`config.mk`:
```
export PLATFORM = sky130hd
export DESIGN_NAME = sadc_seq
export DESIGN_NICKNAME = d
export VERILOG_FILES = /design/src/hw/sadc_pkg.sv /design/src/hw/sadc_sar_core.sv /design/src/hw/sadc_seq.sv
export SDC_FILE = /design/constraint.sdc
export NUM_CORES = 1
export LEC_CHECK = 0
export BUFFER_PORTS_ARGS = -buffer_cell sky130_fd_sc_hd__buf_2
export CAP_MARGIN = 20
export CORE_MARGIN = 4
export CORE_UTILIZATION = 60
export CTS_CLUSTER_SIZE = 8
export DETAILED_ROUTE_END_ITERATION = 16
export GPL_TIMING_DRIVEN = 1
export PLACE_DENSITY = 0.93
export SLEW_MARGIN = 20
export SYNTH_ARGS = -nofsm -noshare
export SYNTH_HDL_FRONTEND = slang
export SYNTH_HIERARCHICAL = 1
export SYNTH_SLANG_ARGS = --single-unit
```
`constraint.sdc`:
```
create_clock -name i_clk -period 4.85 [get_ports i_clk]
set_input_delay 0.2425 -clock i_clk [delete_from_list [all_inputs] [get_ports i_clk]]
set_output_delay 0.2425 -clock i_clk [all_outputs]
set_load 0.01 [all_outputs]
```
`src/hw/sadc_pkg.sv`:
```
// Purpose: Shared constants and types for the converter sequencer.
// Assumes: One 20 MHz system clock; conversion clock arrives as a plain input.
// Notes: Timing of a frame is counted in half periods of the conversion clock.
package sadc_pkg;

   ////////////////////////////////////////////////////////////////////////////
   localparam int unsigned SADC_RES_W = 12;
   localparam int unsigned SADC_CHAN_W = 3;
   localparam int unsigned SADC_HALF_W = 5;
   localparam int unsigned SADC_IDX_W = 4;

   // Frame budget, in conversion clock cycles and in half periods
   localparam int unsigned SADC_FRAME_CLKS = 16;
   localparam int unsigned SADC_ACQ_HALVES = 5;    // 2.5 cycles
   localparam int unsigned SADC_DEC_HALVES = 27;   // 13.5 cycles
   localparam logic [SADC_HALF_W-1:0] SADC_HALVES_STD = 5'h02;
   localparam logic [SADC_HALF_W-1:0] SADC_HALVES_BIT5 = 5'h04;
   localparam logic [SADC_HALF_W-1:0] SADC_HALVES_LSB = 5'h03;
   localparam logic [SADC_HALF_W-1:0] SADC_ACQ_LAST = 5'h04;
   localparam logic [SADC_IDX_W-1:0] SADC_IDX_MSB = 4'hb;
   localparam logic [SADC_IDX_W-1:0] SADC_IDX_BIT5 = 4'h5;
   localparam logic [SADC_IDX_W-1:0] SADC_IDX_LSB = 4'h0;

   // Reset values and the starting trial code
   localparam logic [SADC_RES_W-1:0] SADC_RESULT_RST = 12'h000;
   localparam logic [SADC_RES_W-1:0] SADC_CODE_MSB = 12'h800;
   localparam logic [SADC_CHAN_W-1:0] SADC_CHAN_RST = 3'h0;

   ////////////////////////////////////////////////////////////////////////////
   typedef enum logic [1:0] {
      SADC_PWR_NONE = 2'b00,
      SADC_PWR_NAP = 2'b01,
      SADC_PWR_SLEEP = 2'b10
   } sadc_pwr_t;

   typedef enum logic [1:0] {
      SADC_ST_IDLE = 2'b00,
      SADC_ST_ARMED = 2'b01,
      SADC_ST_ACQ = 2'b10,
      SADC_ST_CONV = 2'b11
   } sadc_state_t;

   // Host-side strobes and address as one bundle
   typedef struct packed {
      logic cs_n;
      logic wr_n;
      logic rd_n;
      logic chan_addr_bit_hi;
      logic chan_addr_bit_mid;
      logic chan_addr_bit_lo;
   } sadc_host_t;

   // Controls toward the analog front end
   typedef struct packed {
      logic sample_en;
      logic [SADC_CHAN_W-1:0] chan_sel;
      logic [SADC_RES_W-1:0] trial_code;
   } sadc_afe_t;

endpackage

```
`src/hw/sadc_sar_core.sv`:
```
// Purpose: Successive-approximation register with trial code output.
// Assumes: Comparator high means the held input is at or above the trial code.
// Notes: Decisions arrive as one-cycle pulses, MSB first.
`timescale 1ns/100ps
`default_nettype none
module sadc_sar_core #(
   parameter int unsigned RES_W = sadc_pkg::SADC_RES_W
) (
   input wire logic i_clk,
   input wire logic i_rst_n,
   input wire logic i_load,
   input wire logic i_decide,
   input wire logic [sadc_pkg::SADC_IDX_W-1:0] i_bit_idx,
   input wire logic i_cmp,
   output logic [RES_W-1:0] o_code
);
   import sadc_pkg::*;

   logic [RES_W-1:0] code_ff;
   logic [RES_W-1:0] nxt_code;

   ////////////////////////////////////////////////////////////////////////////
   // Keep or drop the bit under test, then raise the next one
   always_comb begin
      nxt_code = code_ff;
      if (i_load) begin
         nxt_code = RES_W'(SADC_CODE_MSB);
      end else if (i_decide) begin
         nxt_code[i_bit_idx] = i_cmp;
         if (i_bit_idx != SADC_IDX_LSB) begin
            nxt_code[i_bit_idx - 4'h1] = 1'b1;
         end
      end
   end

   always_ff @(posedge i_clk or negedge i_rst_n) begin
      if (!i_rst_n) begin
         code_ff <= RES_W'(SADC_RESULT_RST);
      end else begin
         code_ff <= nxt_code;
      end
   end

   assign o_code = code_ff;

endmodule
`default_nettype wire

```
`src/hw/sadc_seq.sv`:
```
// Purpose: Conversion sequencer of an 8-channel 12-bit SAR converter.
// Assumes: Host strobes and the conversion clock are synchronous to i_clk,
//    which runs well above the conversion clock so every edge is seen.
// Notes: Busy is active low; the result bus is a tristate group (data, enable).
`timescale 1ns/100ps
`default_nettype none
// How it works
// The three address bits form a binary channel index, the top bit picking the upper four.
// The host supplies a conversion clock between 200kHz and 8MHz.
// A conversion starts when the write strobe falls with chip select low and address valid.
// The frame begins on the first conversion clock rise after that falling strobe.
// Bit decisions take 13.5 clocks: 1.5 for the LSB, 2 for bit 5, one for each other bit.
// Each frame opens with 2.5 clocks of acquisition on the selected input.
// Busy falls just after the start, stays low through the frame, rises once it is done.
// The 12-bit result is valid on the result bus when busy rises.
// The selected input is sampled at the start and all inputs are cut off while converting.
// The host should read each result right after the conversion ends.
// Acquisition plus decisions fill sixteen conversion clocks per frame.
// The host should not start again until busy has returned high.
// With chip select and read both low the result bus is driven.
// Results are straight binary, zero to all ones at full scale.
// A read strobe rise picks normal, nap (low address bit) or sleep (middle bit).
// Starting a conversion ends any power-down state.
module sadc_seq #(
   parameter int unsigned RES_W = sadc_pkg::SADC_RES_W
) (
   input wire logic i_clk,
   input wire logic i_rst_n,
   input wire sadc_pkg::sadc_host_t i_host,
   input wire logic i_conv_clk,
   input wire logic i_cmp,
   output logic o_busy_n,
   output logic [RES_W-1:0] o_result_bus,
   output logic o_result_bus_oe,
   output sadc_pkg::sadc_afe_t o_afe,
   output sadc_pkg::sadc_pwr_t o_pwr_mode
);
   import sadc_pkg::*;

   ////////////////////////////////////////////////////////////////////////////
   // Edge detection on host strobes and conversion clock
   logic wr_n_ff;
   logic rd_n_ff;
   logic cs_n_ff;
   logic conv_clk_ff;
   logic start;
   logic rd_rise;
   logic cclk_edge;
   logic cclk_rise;

   always_ff @(posedge i_clk or negedge i_rst_n) begin
      if (!i_rst_n) begin
         wr_n_ff <= 1'b1;
         rd_n_ff <= 1'b1;
         cs_n_ff <= 1'b1;
         conv_clk_ff <= 1'b0;
      end else begin
         wr_n_ff <= i_host.wr_n;
         rd_n_ff <= i_host.rd_n;
         cs_n_ff <= i_host.cs_n;
         conv_clk_ff <= i_conv_clk;
      end
   end

   // A second start inside a frame is ignored rather than restarting it
   assign start = wr_n_ff & ~i_host.wr_n & ~i_host.cs_n & o_busy_n;
   assign rd_rise = ~rd_n_ff & i_host.rd_n & ~cs_n_ff;
   assign cclk_rise = i_conv_clk & ~conv_clk_ff;
   assign cclk_edge = i_conv_clk ^ conv_clk_ff;

   ////////////////////////////////////////////////////////////////////////////
   // Frame sequencing
   sadc_state_t state_ff;
   sadc_state_t nxt_state;
   logic [SADC_HALF_W-1:0] half_ff;
   logic [SADC_IDX_W-1:0] bit_idx_ff;
   logic [SADC_HALF_W-1:0] bit_len;
   logic decide;
   logic acq_end;
   logic done_ff;

   // Bit 5 gets extra settling; the LSB runs half a cycle longer than a standard bit
   always_comb begin
      unique case (bit_idx_ff)
         SADC_IDX_BIT5: bit_len = SADC_HALVES_BIT5;
         SADC_IDX_LSB: bit_len = SADC_HALVES_LSB;
         default: bit_len = SADC_HALVES_STD;
      endcase
   end

   assign acq_end = (state_ff == SADC_ST_ACQ) & cclk_edge & (half_ff == SADC_ACQ_LAST);
   assign decide = (state_ff == SADC_ST_CONV) & cclk_edge
      & (half_ff == bit_len - 5'h01);

   always_comb begin
      nxt_state = state_ff;
      unique case (state_ff)
         SADC_ST_IDLE: begin
            if (start) begin
               nxt_state = SADC_ST_ARMED;
            end
         end
         SADC_ST_ARMED: begin
            if (cclk_rise) begin
               nxt_state = SADC_ST_ACQ;
            end
         end
         SADC_ST_ACQ: begin
            if (acq_end) begin
               nxt_state = SADC_ST_CONV;
            end
         end
         SADC_ST_CONV: begin
            if (decide && bit_idx_ff == SADC_IDX_LSB) begin
               nxt_state = SADC_ST_IDLE;
            end
         end
      endcase
   end

   always_ff @(posedge i_clk or negedge i_rst_n) begin
      if (!i_rst_n) begin
         state_ff <= SADC_ST_IDLE;
      end else begin
         state_ff <= nxt_state;
      end
   end

   // Half-period counter, restarted at each phase and each bit
   always_ff @(posedge i_clk or negedge i_rst_n) begin
      if (!i_rst_n) begin
         half_ff <= '0;
      end else if (state_ff == SADC_ST_ARMED || acq_end || decide) begin
         half_ff <= '0;
      end else if (cclk_edge) begin
         half_ff <= half_ff + 5'h01;
      end
   end

   always_ff @(posedge i_clk or negedge i_rst_n) begin
      if (!i_rst_n) begin
         bit_idx_ff <= SADC_IDX_MSB;
      end else if (state_ff != SADC_ST_CONV) begin
         bit_idx_ff <= SADC_IDX_MSB;
      end else if (decide && bit_idx_ff != SADC_IDX_LSB) begin
         bit_idx_ff <= bit_idx_ff - 4'h1;
      end
   end

   always_ff @(posedge i_clk or negedge i_rst_n) begin
      if (!i_rst_n) begin
         done_ff <= 1'b0;
      end else begin
         done_ff <= decide & (bit_idx_ff == SADC_IDX_LSB);
      end
   end

   ////////////////////////////////////////////////////////////////////////////
   // Approximation register
   logic [RES_W-1:0] code;

   sadc_sar_core #(
      .RES_W(RES_W)
   ) u_sar (
      .i_clk(i_clk),
      .i_rst_n(i_rst_n),
      .i_load(acq_end),
      .i_decide(decide),
      .i_bit_idx(bit_idx_ff),
      .i_cmp(i_cmp),
      .o_code(code)
   );

   ////////////////////////////////////////////////////////////////////////////
   // Busy and result; result and busy rise on the same edge
   always_ff @(posedge i_clk or negedge i_rst_n) begin
      if (!i_rst_n) begin
         o_busy_n <= 1'b1;
      end else if (start) begin
         o_busy_n <= 1'b0;
      end else if (done_ff) begin
         o_busy_n <= 1'b1;
      end
   end

   // Straight binary: the register bits go out unchanged
   always_ff @(posedge i_clk or negedge i_rst_n) begin
      if (!i_rst_n) begin
         o_result_bus <= RES_W'(SADC_RESULT_RST);
      end else if (done_ff) begin
         o_result_bus <= code;
      end
   end

   always_ff @(posedge i_clk or negedge i_rst_n) begin
      if (!i_rst_n) begin
         o_result_bus_oe <= 1'b0;
      end else begin
         o_result_bus_oe <= ~i_host.cs_n & ~i_host.rd_n;
      end
   end

   ////////////////////////////////////////////////////////////////////////////
   // Front-end controls
   always_ff @(posedge i_clk or negedge i_rst_n) begin
      if (!i_rst_n) begin
         o_afe.chan_sel <= SADC_CHAN_RST;
      end else if (start) begin
         o_afe.chan_sel <= {i_host.chan_addr_bit_hi, i_host.chan_addr_bit_mid,
            i_host.chan_addr_bit_lo};
      end
   end

   // Switch opens as decisions begin, so later address changes cannot disturb the hold
   always_ff @(posedge i_clk or negedge i_rst_n) begin
      if (!i_rst_n) begin
         o_afe.sample_en <= 1'b0;
      end else begin
         o_afe.sample_en <= (nxt_state == SADC_ST_ACQ);
      end
   end

   always_ff @(posedge i_clk or negedge i_rst_n) begin
      if (!i_rst_n) begin
         o_afe.trial_code <= RES_W'(SADC_RESULT_RST);
      end else begin
         o_afe.trial_code <= code;
      end
   end

   ////////////////////////////////////////////////////////////////////////////
   // Power-down; a start outranks a read strobe in the same cycle
   always_ff @(posedge i_clk or negedge i_rst_n) begin
      if (!i_rst_n) begin
         o_pwr_mode <= SADC_PWR_NONE;
      end else if (start) begin
         o_pwr_mode <= SADC_PWR_NONE;
      end else if (rd_rise && o_busy_n) begin
         if (i_host.chan_addr_bit_mid) begin
            o_pwr_mode <= SADC_PWR_SLEEP;
         end else if (i_host.chan_addr_bit_lo) begin
            o_pwr_mode <= SADC_PWR_NAP;
         end else begin
            o_pwr_mode <= SADC_PWR_NONE;
         end
      end
   end

endmodule
`default_nettype wire

```
==> results.toml <==
[run_status]
status = "complete, no violations"

[setup_path]
crit_type = "reg2reg"
start_kind = "flop"
arrival_ns = 3.15
worstRegToRegCells = 9
endpoint_kind = "flop"
crit_fanout = 15
cp.required_ns = 5.04

[finish]
num_antenna_cells = 0
area_growth_pct = 16.48
final_common_cell = "dfrtp_1"
nFillCells = 276
nets = 271
drive_gt1_share_pct = 34.23
layout_common_cells = "dfrtp_1, buf_2, nor2_1, mux2_2, clkbuf_8"

[synthesis]
syn_area_per_cell_sq_um = 12.39
synthesis.nets = 225
ys_seq_area_share_pct = 58.34
async_flop_share_pct = 100.0
yosysTopAreaCell = "dfrtp_1"
synth.area.top_cells = "dfrtp_1, dfstp_2, mux2_2, nor2_1, mux2i_1"
syn_inst = 209
synth_flop_cell = "dfrtp_1"
yosys_warnings = 6
synth_top_area_share_pct = 51.23
ys_ff_latch = 60
ys_types = 52
syn-cell-area_sq_um = 2589
synth_edf_count = 0

[drt]
viasPerCell = 5.642
routed_wl_um = 4731
ant_nets = 0
vias = 1749
drt_pass1_iterations = 4
remaining_drc_errors = 0
drtIter0Drc = 127
wire_per_inst_um = 15.26

[run]
max-cap-violations = 0

[timing]
hold_viol_final = 0
setup_violations = 0
setup_ws_ns = 1.891
post-route-period-util_pct = 61.01
max_freq_ghz = 0.3380
slew_headroom_pct = 47.60
worstMarginPinSlew_ns = 0.7831
skew_ns = 0.004145
rsz0062_at_grt = "no"
fin_setup_tns_ns = 0
min_period_ns = 2.959
slew_violations = 0

[clock_network]
clock-root-buffer = "clkbuf_8"
cts_sinks = 60
cts_tree = "built"
hold_buffers = 0
cts_buffers = 9
cts_buffer_depth = 2
cts_resized = 0
ctsHtreeMaxLevel = 3
cts_setup_buffers = 0
clk_pin_slew_worst_paths_ns = 0.06
clk_latency_ns = 0.33

[power]
leakagePower_nw = 1.534
switching_share_pct = 29.46
combPwrFrac_pct = 20.3
pwr-share-seq_pct = 48.3
p_int_mw = 0.9410
power_density_nw_per_um2 = 442.4
p_sw_mw = 0.3931
power_frac_clock_pct = 31.4
ir_worst_vdd_mv = 0.2370

[global_routing]
antenna_found_initial = 0
grt_usage_pct = 19.82
grt_pass1_wl_um = 8086
grt_remaining_overflow = 0
grt_max_degree = 61
grt_pass1_vias = 1764

[floorplanning]
die_width_um = 73.69
rows = 23
num_io_pins = 42
coreArea_sq_um = 4086
dieArea_sq_um = 5429
initial_utilization_pct = 63.35
die_h_um = 73.69

[placed_design]
port_buffers = 41
finalWeightedCongestion = 0.8994
pre_cts_ws_ns = 1.939
hpwlAfterDp_um = 3264

[worst_hold_path]
worstHoldPathCells = 1
hp-class = "in2reg"
## path summary, 6_finish.rpt
path / from / end / slack (ns)
max: bit_idx_ff[1] / u_sar/o_code[5] / 1.89
min: i_host[4] / wr_n_ff / 0.03
max reg2reg: bit_idx_ff[1] / u_sar/o_code[5] / 1.89
min reg2reg: u_sar/o_code[8] / o_afe[8] / 0.41
max in group asynchronous: i_rst_n / o_pwr_mode[0] / 4.32
min in group asynchronous: i_rst_n / o_result_bus[0] / 0.04
## cells in the mapped netlist (2+ instances only)
cell type  number
nor3b_1         4
nor2_1         22
nand2_1         5
a221oi_1        2
buf_4           2
nand2b_1        2
o21ai_0         3
a41oi_1         2
dfrtp_1        53
nor2b_1         5
nand4_1         2
clkbuf_1        2
inv_1          10
nor3_1          7
mux2_2         15
buf_2           2
a21oi_1         7
a2111oi_2       2
a31oi_1         3
nand3_1         4
dfstp_2         7
mux2i_1         8
ha_1            6
a211oi_1        3
or3_1           2
xor2_1          3
## stage by stage
step / std cells / instance area [sq um] / total power, mW / hold slack [ns] / util, %
floorplan: 209 / 2589 / 0.8254 / -0.05309 / -
global placement: 294 / 2824 / 0.9061 / 0.3675 / 69.11
detailed placement: 294 / 2824 / 0.9260 / 0.3671 / 69.11
CTS: 310 / 3015 / 1.345 / 0.01842 / 73.79
global route: 310 / 3015 / 1.411 / 0.01413 / 73.79
finish: 310 / 3015 / 1.334 / 0.02869 / 73.79
## worst max-delay path, stage by stage (launching register included)
cell and delay (ns):
dfstp_2 0.68, inv_1 0.13, ha_1 0.21, mux2i_1 0.14
or3_1 0.15, nand4_1 0.16, nor2_1 0.67, nand4bb_1 0.32
nor3b_1 0.28, nor3_1 0.08
## layout make-up
| class | instances | area, sq um | area share, % |
|---|---|---|---|
| clock buffer | 15 | 186.4 | 6.183 |
| tap | 50 | 62.56 | 2.075 |
| inverter | 10 | 37.54 | 1.245 |
| multi-input combinational | 131 | 993.5 | 32.95 |
| clock inverter | 1 | 5.005 | 0.1660 |
| timing repair buffer | 43 | 220.2 | 7.303 |
| sequential | 60 | 1510 | 50.08 |
## power groups by stage
stage	combinational [mW]	sequential, mW	clock [mW]
global route	0.306	0.656	0.449
global placement	0.260	0.646	0
floorplan	0.170	0.656	0
detailed placement	0.273	0.653	0
CTS	0.275	0.644	0.426
finish	0.271	0.644	0.419
## per-layer routing
| layer | vias up | share of wire, % | wire [um] | track usage (%) |
|---|---|---|---|---|
| met2 | 55 | 49 | 2301 | 30.91 |
| met5 | - | 0 | 0 | 0 |
| li1 | 836 | - | - | - |
| met4 | 0 | 2.6 | 123 | 13.08 |
| met1 | 844 | 43 | 2043 | 24.35 |
| met3 | 14 | 5.6 | 264 | 4.788 |
## sequential cells by signal (all words and copies together) (netlist names), 2 cells and up
signal,cells
bit_idx_ff,4
half_ff,5
o_afe,16
o_pwr_mode,2
o_result_bus,12
state_ff,2
u_sar/o_code,12
## logic make-up after synthesis
kind of cell               after synthesis  synth area share (%)
AOI/OAI and AO/OA                       26                 7.540
xor gates and xnor gates                 4                 1.354
adders and majority gates                6                 2.900
buffers and inverters                   18                 3.287
DFF                                     60                 58.34
muxes                                   24                 10.15
and+or+nand+nor                         71                 16.43
Power figures use the tool's default switching activity.
